==> config.mk <==
export PLATFORM = sky130hd
export DESIGN_NAME = ccs_control_status
export DESIGN_NICKNAME = d
export VERILOG_FILES = /design/src/rtl/ccs_pkg.sv /design/src/rtl/ccs_control_status.sv
export SDC_FILE = /design/constraint.sdc
export NUM_CORES = 1
export LEC_CHECK = 0
export BUFFER_PORTS_ARGS = -buffer_cell sky130_fd_sc_hd__buf_4
export CORE_AREA = 2 2 84 86
export DETAILED_ROUTE_END_ITERATION = 8
export DIE_AREA = 0 0 86 88
export PLACE_DENSITY_LB_ADDON = 0.1
export SYNTH_ARGS = -nofsm -noshare
export SYNTH_HDL_FRONTEND = slang
export SYNTH_SLANG_ARGS = --single-unit
==> constraint.sdc <==
create_clock -name clk -period 2.13 [get_ports clk]
set_input_delay 0.1065 -clock clk [delete_from_list [all_inputs] [get_ports clk]]
set_output_delay 0.1065 -clock clk [all_outputs]
set_load 0.02 [all_outputs]
==> src/rtl/ccs_pkg.sv <==
package ccs_pkg;

    // register byte addresses on the apb window
    localparam logic [7:0] OFS_MASTER_CONTROL = 8'h00;
    localparam logic [7:0] OFS_MASTER_STATUS  = 8'h04;
    localparam logic [7:0] OFS_TX_STATUS      = 8'h08;
    localparam logic [7:0] OFS_TX_PRIORITY    = 8'h0c;
    localparam logic [7:0] OFS_RX_FIFO        = 8'h10;
    localparam logic [7:0] OFS_IRQ_CONTROL    = 8'h14;

    // reset values
    localparam logic [7:0] RST_MASTER_CONTROL = 8'h02;
    localparam logic [7:0] RST_IRQ_CONTROL    = 8'h00;

    // master control fields
    localparam int MCR_AUTO_BUSOFF = 6;
    localparam int MCR_AUTO_WAKEUP = 5;
    localparam int MCR_NO_RETX     = 4;
    localparam int MCR_FIFO_LOCK   = 3;
    localparam int MCR_TX_ORDER    = 2;
    localparam int MCR_SLEEP_REQ   = 1;
    localparam int MCR_INIT_REQ    = 0;

    // master status fields
    localparam int MSR_RX_ACTIVE = 5;
    localparam int MSR_TX_ACTIVE = 4;
    localparam int MSR_WAKEUP    = 3;
    localparam int MSR_ERROR     = 2;
    localparam int MSR_SLEEP_ACK = 1;
    localparam int MSR_INIT_ACK  = 0;

    // tx status fields (success flags sit at 4 + mailbox)
    localparam int TSR_TX_OK_BASE = 4;
    localparam int TSR_DONE_BASE  = 0;

    // rx fifo fields
    localparam int RFR_RELEASE = 5;
    localparam int RFR_OVERRUN = 4;
    localparam int RFR_FULL    = 3;

    // irq control fields
    localparam int ICR_WAKEUP_EN  = 7;
    localparam int ICR_ERROR_EN   = 6;
    localparam int ICR_BUSOFF_REL = 0;

    // bit-time counts and fifo depth in messages
    localparam logic [3:0] RECESSIVE_RUN = 4'd11;
    localparam logic [7:0] BUSOFF_RUNS   = 8'd128;
    localparam logic [1:0] FIFO_DEPTH    = 2'd3;

    typedef enum logic [1:0] {
        MODE_SLEEP,
        MODE_INIT,
        MODE_SYNC,
        MODE_NORMAL
    } ccs_mode_t;

    // events and state from the frame engine, same clock
    typedef struct packed {
        logic        bitTick;
        logic        sofSeen;
        logic        rxActive;
        logic        txActive;
        logic        busOffEnter;
        logic        errorSet;
        logic        rxAccepted;
        logic [1:0]  txReq;
        logic [1:0]  txOk;
        logic [1:0]  txFail;
        logic [1:0]  abortDone;
        logic [10:0] id0;
        logic [10:0] id1;
    } ccs_engine_in_t;

    // steering towards the frame engine
    typedef struct packed {
        logic       initMode;
        logic       sleepMode;
        logic       busOff;
        logic       txGo;
        logic       txSel;
        logic       fifoStore;
        logic       fifoOverwrite;
        logic       fifoRelease;
        logic [1:0] fifoCount;
    } ccs_engine_out_t;

endpackage

==> src/rtl/ccs_control_status.sv <==
`timescale 1ns/100ps
// Operation
// - auto recovery leaves bus-off after 128 runs of 11 recessive bits
// - auto wake-up exits sleep on activity, clearing request and ack
// - no-retransmit sends once; otherwise retry until success
// - full fifo: overwrite when unlocked, discard when locked
// - pending mailboxes ordered by identifier or by request order
// - sleep entered only after current frame ends; ack follows
// - auto wake-up clears sleep request on start of frame
// - leaving init waits 11 recessive bits, then clears init ack
// - init entered after current frame ends, then init ack set
// - clearable flags clear on write of one, zero leaves them
// - status shows receiver and transmitter activity
// - start of frame in sleep sets wake-up flag, may interrupt
// - engine error sets error flag, may interrupt when enabled
// - sleep ack high while in sleep, low on exit
// - success flag set on good send, cleared on request or clear
// - request-done flag set when transmit or abort finishes
// - lowest-priority flag only when more than one mailbox pending
// - mailbox-empty flag high when no request pending
// - code gives next free mailbox, else lowest-priority one
// - fifo release ignored when nothing pending
// - release bit clears itself once release is done
// - pending count up on store, down on release
// - full flag set at three messages, cleared by one or release
// - overrun flag set when accepted message meets full fifo
module ccs_control_status (
    input  wire logic                     clk,
    input  wire logic                     resetn,
    input  wire logic [7:0]               paddr,
    input  wire logic                     psel,
    input  wire logic                     penable,
    input  wire logic                     pwrite,
    input  wire logic [31:0]              pwdata,
    input  wire logic [3:0]               pstrb,
    output logic      [31:0]              prdata,
    output logic                          pready,
    output logic                          pslverr,
    input  wire logic                     canRx,
    input  wire ccs_pkg::ccs_engine_in_t  eng,
    output ccs_pkg::ccs_engine_out_t      ctl,
    output logic                          statusIrq
);
    import ccs_pkg::*;

    // apb decode; zero wait states, byte lane 0 carries all fields
    logic access, wrEn, setup;
    logic hitMcr, hitMsr, hitTsr, hitTpr, hitRfr, hitIcr, mapped;
    assign setup   = psel && !penable;
    assign access  = psel && penable;
    assign wrEn    = access && pwrite && pstrb[0];
    assign hitMcr  = paddr == OFS_MASTER_CONTROL;
    assign hitMsr  = paddr == OFS_MASTER_STATUS;
    assign hitTsr  = paddr == OFS_TX_STATUS;
    assign hitTpr  = paddr == OFS_TX_PRIORITY;
    assign hitRfr  = paddr == OFS_RX_FIFO;
    assign hitIcr  = paddr == OFS_IRQ_CONTROL;
    assign mapped  = hitMcr | hitMsr | hitTsr | hitTpr | hitRfr | hitIcr;
    assign pready  = 1'b1;
    assign pslverr = access && !mapped;

    // receive pin crosses in through two flops
    logic rxMeta_q, rxSync_q;
    always_ff @(posedge clk)
    begin
        rxMeta_q <= resetn ? canRx : 1'b1;
        rxSync_q <= resetn ? rxMeta_q : 1'b1;
    end

    // control registers
    logic [6:0] mcr_q, mcr_d;
    logic [7:0] icr_q, icr_d;
    logic autoBusoffRecovery, autoWakeup, noAutoRetx, fifoLockMode;
    logic txOrderByRequest, sleepRequest, initRequest;
    assign autoBusoffRecovery = mcr_q[MCR_AUTO_BUSOFF];
    assign autoWakeup         = mcr_q[MCR_AUTO_WAKEUP];
    assign noAutoRetx         = mcr_q[MCR_NO_RETX];
    assign fifoLockMode       = mcr_q[MCR_FIFO_LOCK];
    assign txOrderByRequest   = mcr_q[MCR_TX_ORDER];
    assign sleepRequest       = mcr_q[MCR_SLEEP_REQ];
    assign initRequest        = mcr_q[MCR_INIT_REQ];

    // mode machine
    ccs_mode_t mode_q, mode_d;
    logic busy, runHit, sleepAck, initAck, wakeSof, initHold_q, initHold_d;
    assign busy     = eng.rxActive || eng.txActive;
    assign sleepAck = mode_q == MODE_SLEEP;
    assign initAck  = mode_q == MODE_INIT || initHold_q;
    // ack holds through resync, dropping once the run ends
    assign initHold_d = initAck && mode_d == MODE_SYNC;
    assign wakeSof  = sleepAck && eng.sofSeen;

    // hardware clears the sleep request on a start of frame; a
    // simultaneous software write still wins since it is newer
    always_comb
    begin
        mcr_d = mcr_q;
        if (wakeSof && autoWakeup)
            mcr_d[MCR_SLEEP_REQ] = 1'b0;
        if (wrEn && hitMcr)
            mcr_d = pwdata[6:0];
    end

    // busoff release bit is a write pulse and reads back as zero
    always_comb
    begin
        icr_d = icr_q;
        if (wrEn && hitIcr)
            icr_d = pwdata[7:0] & 8'hc0;
    end

    // mode transitions only at frame boundaries when leaving traffic
    always_comb
    begin
        mode_d = mode_q;
        unique case (mode_q)
            MODE_SLEEP:
                if (!sleepRequest)
                    mode_d = initRequest ? MODE_INIT : MODE_SYNC;
            MODE_INIT:
                if (!initRequest)
                    mode_d = sleepRequest ? MODE_SLEEP : MODE_SYNC;
            MODE_SYNC:
                if (initRequest && !busy)
                    mode_d = MODE_INIT;
                else if (runHit)
                    mode_d = MODE_NORMAL;
            MODE_NORMAL:
                if (initRequest && !busy)
                    mode_d = MODE_INIT;
                else if (sleepRequest && !busy)
                    mode_d = MODE_SLEEP;
        endcase
    end

    // recessive run counter, shared by resync and bus-off recovery
    logic [3:0] runCnt_q, runCnt_d;
    logic [6:0] busRuns_q, busRuns_d;
    logic       busOff_q, busOff_d, busOffLast, swRecover, countOn;
    assign runHit = eng.bitTick && rxSync_q
                    && runCnt_q == RECESSIVE_RUN - 4'd1;
    assign countOn  = mode_q == MODE_SYNC || busOff_q;
    assign runCnt_d = (runHit || !countOn || eng.busOffEnter) ? 4'd0
                    : !eng.bitTick ? runCnt_q
                    : rxSync_q ? runCnt_q + 4'd1 : 4'd0;
    assign busOffLast = busRuns_q == 7'(BUSOFF_RUNS - 8'd1);
    assign swRecover  = wrEn && hitIcr && pwdata[ICR_BUSOFF_REL];
    assign busRuns_d  = !busOff_q ? 7'd0
                      : runHit ? busRuns_q + 7'd1 : busRuns_q;

    // bus-off exit is automatic or waits for software
    always_comb
    begin
        busOff_d = busOff_q;
        if (autoBusoffRecovery && runHit && busOffLast)
            busOff_d = 1'b0;
        if (!autoBusoffRecovery && swRecover)
            busOff_d = 1'b0;
        if (eng.busOffEnter)
            busOff_d = 1'b1;
    end

    // transmit mailboxes
    logic [1:0] pend_q, pend_d, txOk_q, txOk_d, done_q, done_d;
    logic [1:0] drop, clrDone, leastPrio, mbEmpty, mbCode;
    logic       firstSel_q, firstSel_d, bothPend, hiSel, lowSel;
    for (genvar i = 0; i < 2; i++)
    begin : g_mailbox
        // a failure drops the request only when retries are off
        assign drop[i] = eng.txOk[i] || eng.abortDone[i]
                         || (eng.txFail[i] && noAutoRetx);
        assign clrDone[i] = wrEn && hitTsr && pwdata[TSR_DONE_BASE + i];
        assign pend_d[i] = eng.txReq[i] || (pend_q[i] && !drop[i]);
        assign txOk_d[i] = eng.txOk[i] || (txOk_q[i]
                           && !eng.txReq[i] && !clrDone[i]);
        assign done_d[i] = (pend_q[i] && drop[i])
                           || (done_q[i] && !clrDone[i]);
        assign mbEmpty[i]   = !pend_q[i];
        assign leastPrio[i] = bothPend && (lowSel == 1'(i));
    end

    // order of service: identifier or chronological request
    assign firstSel_d = (eng.txReq[0] && !pend_q[1]) ? 1'b0
                      : (eng.txReq[1] && !pend_q[0]) ? 1'b1 : firstSel_q;
    assign bothPend = &pend_q;
    assign hiSel    = !bothPend ? pend_q[1]
                    : txOrderByRequest ? firstSel_q
                    : (eng.id1 < eng.id0);
    assign lowSel   = !hiSel;
    assign mbCode   = mbEmpty[0] ? 2'd0
                    : mbEmpty[1] ? 2'd1 : {1'b0, lowSel};

    // receive fifo bookkeeping
    logic [1:0] fifoCount_q, fifoCount_d;
    logic release_q, release_d, overrun_q, overrun_d, full_q, full_d;
    logic storeOk, storeFull, relReq, clrFull, clrOvr;
    assign storeFull = eng.rxAccepted && fifoCount_q == FIFO_DEPTH
                       && !release_q;
    assign storeOk   = eng.rxAccepted && !storeFull;
    assign relReq    = wrEn && hitRfr && pwdata[RFR_RELEASE]
                       && fifoCount_q != 2'd0;
    assign clrFull   = wrEn && hitRfr && pwdata[RFR_FULL];
    assign clrOvr    = wrEn && hitRfr && pwdata[RFR_OVERRUN];
    assign release_d = relReq || (release_q ? 1'b0 : release_q);
    assign fifoCount_d = fifoCount_q + {1'b0, storeOk}
                         - {1'b0, release_q};
    assign overrun_d = storeFull || (overrun_q && !clrOvr);
    assign full_d    = (storeOk && fifoCount_q == FIFO_DEPTH - 2'd1
                        && !release_q)
                       || (full_q && !clrFull && !release_q);

    // status flags; hardware set wins over a simultaneous clear
    logic wakeFlag_q, wakeFlag_d, errFlag_q, errFlag_d;
    assign wakeFlag_d = wakeSof || (wakeFlag_q
                        && !(wrEn && hitMsr && pwdata[MSR_WAKEUP]));
    assign errFlag_d  = eng.errorSet || (errFlag_q
                        && !(wrEn && hitMsr && pwdata[MSR_ERROR]));

    // state update; reset lands in sleep with the request set
    always_ff @(posedge clk)
    begin
        if (!resetn)
        begin
            mcr_q       <= RST_MASTER_CONTROL[6:0];
            icr_q       <= RST_IRQ_CONTROL;
            mode_q      <= MODE_SLEEP;
            initHold_q  <= 1'b0;
            runCnt_q    <= 4'd0;
            busRuns_q   <= 7'd0;
            busOff_q    <= 1'b0;
            pend_q      <= 2'b00;
            txOk_q      <= 2'b00;
            done_q      <= 2'b00;
            firstSel_q  <= 1'b0;
            fifoCount_q <= 2'd0;
            release_q   <= 1'b0;
            overrun_q   <= 1'b0;
            full_q      <= 1'b0;
            wakeFlag_q  <= 1'b0;
            errFlag_q   <= 1'b0;
        end
        else
        begin
            mcr_q       <= mcr_d;
            icr_q       <= icr_d;
            mode_q      <= mode_d;
            initHold_q  <= initHold_d;
            runCnt_q    <= runCnt_d;
            busRuns_q   <= busRuns_d;
            busOff_q    <= busOff_d;
            pend_q      <= pend_d;
            txOk_q      <= txOk_d;
            done_q      <= done_d;
            firstSel_q  <= firstSel_d;
            fifoCount_q <= fifoCount_d;
            release_q   <= release_d;
            overrun_q   <= overrun_d;
            full_q      <= full_d;
            wakeFlag_q  <= wakeFlag_d;
            errFlag_q   <= errFlag_d;
        end
    end

    // register images
    logic [7:0] msrImg, tsrImg, tprImg, rfrImg, rdMux;
    assign msrImg = {2'b00, eng.rxActive, eng.txActive,
                     wakeFlag_q, errFlag_q, sleepAck, initAck};
    assign tsrImg = {2'b00, txOk_q, 2'b00, done_q};
    assign tprImg = {1'b0, leastPrio, 1'b0, mbEmpty, mbCode};
    assign rfrImg = {2'b00, release_q, overrun_q, full_q, 1'b0,
                     fifoCount_q};
    assign rdMux  = hitMcr ? {1'b0, mcr_q}
                  : hitMsr ? msrImg
                  : hitTsr ? tsrImg
                  : hitTpr ? tprImg
                  : hitRfr ? rfrImg
                  : hitIcr ? icr_q : 8'h00;

    // read data captured in setup, stable through the access cycle
    always_ff @(posedge clk)
    begin
        if (!resetn)
            prdata <= 32'h0000_0000;
        else if (setup && !pwrite)
            prdata <= {24'h00_0000, rdMux};
    end

    // engine steering
    assign ctl.initMode      = initAck;
    assign ctl.sleepMode     = sleepAck;
    assign ctl.busOff        = busOff_q;
    assign ctl.txGo          = |pend_q && mode_q == MODE_NORMAL
                               && !busOff_q;
    assign ctl.txSel         = hiSel;
    assign ctl.fifoStore     = storeOk;
    assign ctl.fifoOverwrite = storeFull && !fifoLockMode;
    assign ctl.fifoRelease   = release_q;
    assign ctl.fifoCount     = fifoCount_q;
    // status-change interrupt from the two gated flags
    assign statusIrq = (wakeFlag_q && icr_q[ICR_WAKEUP_EN])
                     || (errFlag_q && icr_q[ICR_ERROR_EN]);
endmodule

==> results.sh <==
export IMPL_cts_tree="built"
export IMPL_layout_commonest_cell="buf_4"
export IMPL_status="complete, no violations"
export IMPL_ys_seq_area_share_pct=32.8
export IMPL_synth_flop_cell="dfxtp_1"
export IMPL_cts_resized=0
export IMPL_portBuffers=79
export IMPL_synth_simple_area_share_pct=25.0
export IMPL_slew_headroom_pct=59.2
export IMPL_routabilityCongestion=0.798
export IMPL_cap_violations=0
export IMPL_hold_path_class="in2reg"
export IMPL_synth_adder_area_share_pct=5.97
export IMPL_cp_required_ns=2.02
export IMPL_synth_edf_count=0
export IMPL_dpl_hpwl_um=5680
export IMPL_grt_max_degree=39
export IMPL_dp_cells=502
export IMPL_grt_use_total_pct=19.0
export IMPL_grt_overflow_total=0
export IMPL_synthCells=359
export IMPL_hold_viol=0
export IMPL_wl_um=7210
export IMPL_die_x_um=86
export IMPL_grt_pass1_vias=2464
export IMPL_initial_core_util_pct=44.1
export IMPL_grt_pass1_wl_um=11500
export IMPL_worst_slew_pin_slew_ns=0.609
export IMPL_clk_pin_slew_ns=0.09
export IMPL_fin_crit_sh_pct=89.2
export IMPL_cts_setup_buffers=0
export IMPL_arrival_ns=1.79
export IMPL_slew_violations=0
export IMPL_cts_sinks=48
export IMPL_antenna_cells=0
export IMPL_core_area_um2=6640
export IMPL_max_freq_ghz=0.526
export IMPL_h_tree_depth=2
export IMPL_cts_buffer_depth=2
export IMPL_ys_ff_latch=48
export IMPL_drive_above_1_share_pct=24.6
export IMPL_fin_skew_ns=0.00829
export IMPL_finalSetupTns_ns=0
export IMPL_syn_cell_area_um2=2930
export IMPL_p_per_area_nw_per_um2=550
export IMPL_fin_crit_ns=1.90
export IMPL_cts_root_buf="clkbuf_8"
export IMPL_crit_path_start_kind="primary input"
export IMPL_vias=2699
export IMPL_p_int_w=0.00144
export IMPL_async_flop_share_pct=0
export IMPL_p_seq_share_pct=47.8
export IMPL_die_area_um2=7570
export IMPL_ctsHoldBuffers=1
export IMPL_comb_power_share_pct=17.9
export IMPL_synth_xor_area_share_pct=2.39
export IMPL_vdd_drop_max_mv=0.271
export IMPL_antenna_found_initial=0
export IMPL_ys_types=59
export IMPL_synthMuxAreaShare_pct=1.79
export IMPL_pre_cts_ws_ns=0.190
export IMPL_pwr_share_clk_pct=34.4
export IMPL_setup_worst_path_class="in2out"
export IMPL_drtPass1Iterations=4
export IMPL_clk_latency_ns=0.30
export IMPL_drc=0
export IMPL_routedWlPerCell_um=14.1
export IMPL_final_cells=511
export IMPL_postRouteAntennaNets=0
export IMPL_fp_dieH_um=88
export IMPL_final_cell_mix="buf_4, dfxtp_1, nor2_1, inv_1, conb_1"
export IMPL_synth_top_family_by_area="simple AND/OR/NAND/NOR gates"
export IMPL_final_util_pct=54.0
export IMPL_syn2layout_area_growth_pct=22.2
export IMPL_end_kind="output pin"
export IMPL_synth_compound_area_share_pct=18.7
export IMPL_numCtsBuffers=5
export IMPL_p_leak_nw=1.57
export IMPL_syn_area_per_cell_um2=8.17
export IMPL_drtIter0Drc=161
export IMPL_switchingPower_w=0.000535
export IMPL_final_nets=531
export IMPL_rows=30
export IMPL_via_per_inst=5.28
export IMPL_p_sw_share_pct=27.1
export IMPL_pin_count=132
export IMPL_rsz0062_at_grt="no"
export IMPL_worstPathMaxFanout=2
export IMPL_yosysWarningCount=0
export IMPL_setup_slack_ns=0.229
export IMPL_final_setup_viol_count=0
-- kinds of logic after synthesis --
group / Yosys count
other: 2
adder cells (fa/ha/maj): 14
buffers and inverters: 69
XOR/XNOR: 8
multiplexers: 5
AND/OR/NAND/NOR: 135
AO/OA/AOI/OAI: 78
flip-flops: 48
-- per-layer routing --
metal  up-vias  GRT usage (%)  part of all wire, %
li1       1355              -                    -
met1      1265           25.6                   48
met2        75           32.3                   48
met3         4           3.11                  4.1
met4         0           3.90                 0.64
met5         -              0                    0
-- critical path, cell delays in order --
cell and delay (ns):
buf_4 0.11, ha_1 0.30, a211oi_1 0.21, nor2_1 0.07
a2111oi_0 0.54, a221oi_1 0.20, nor2_1 0.12, buf_4 0.15
-- worst paths after layout --
kind	startpoint	to	slack, ns	depth (start not counted)
worst max-delay path	eng[8]	ctl[5]	0.23	8
worst min-delay path	eng[31]	errFlag_q	0.03	3
worst max register to register	runCnt_q[0]	busOff_q	0.24	7
worst min register to register	rxMeta_q	rxSync_q	0.42	1
-- power by group through the flow --
stage / Sequential, W / Clock [W] / Combinational, W
after CTS: 0.000941 / 0.000694 / 0.000352
after global placement: 0.000962 / 0 / 0.000345
after floorplan: 0.000967 / 0 / 0.000228
after detailed placement: 0.000962 / 0 / 0.000349
final: 0.000941 / 0.000677 / 0.000352
after global routing: 0.000946 / 0.000738 / 0.000387
-- synth_stat cells (3+ instances only) --
master    number  share of area, %
a21boi_0       8               2.0
a21oi_1       17               2.9
a221oi_1       6               1.8
a22o_1         4               1.2
a22oi_1        6               1.5
a31oi_1        3              0.64
and2_1         6               1.3
buf_4         31               7.9
clkbuf_1      11               1.4
dfxtp_1       48                33
ha_1          14               6.0
inv_1         25               3.2
mux2i_1        3               1.0
nand2_1       23               2.9
nand2b_1       5               1.1
nand3_1       18               3.1
nand3b_1       4               1.0
nand4_1        7               1.5
nor2_1        34               4.4
nor2b_1       15               3.2
nor3_1         3              0.51
nor3b_1        3              0.77
nor4_1         3              0.64
o21ai_0       13               2.2
xnor2_1        4               1.2
xor2_1         4               1.2
-- registers in the layout, summed over array words and instances (netlist names) --
register and flops:
busOff_q 1, busRuns_q 7, done_q 2, errFlag_q 1
fifoCount_q 2, firstSel_q 1, full_q 1, icr_q 2
initHold_q 1, mcr_q 7, mode_q 2, overrun_q 1
pend_q 2, prdata 8, release_q 1, runCnt_q 4
rxMeta_q 1, rxSync_q 1, txOk_q 2, wakeFlag_q 1
-- through the flow --
stage	instance area, um^2	total power (W)	hold slack (ns)
6_report	3580	0.00197	0.0283
2_1_floorplan	3020	0.00120	0.208
5_1_grt	3580	0.00207	0.0364
3_5_place_dp	3460	0.00131	0.307
3_3_place_gp	3460	0.00131	0.291
4_1_cts	3580	0.00199	0.0247
-- final cells by class --
class / instances / area (um^2)
Tap cell: 80 / 100
Clock buffer: 5 / 68.8
Fill cell: 657 / 3060
Inverter: 25 / 93.8
Clock inverter: 3 / 46.3
Sequential cell: 48 / 961
Multi-Input combinational cell: 265 / 1670
Timing Repair Buffer: 85 / 641
No activity file was read; power rests on OpenSTA's default activity.
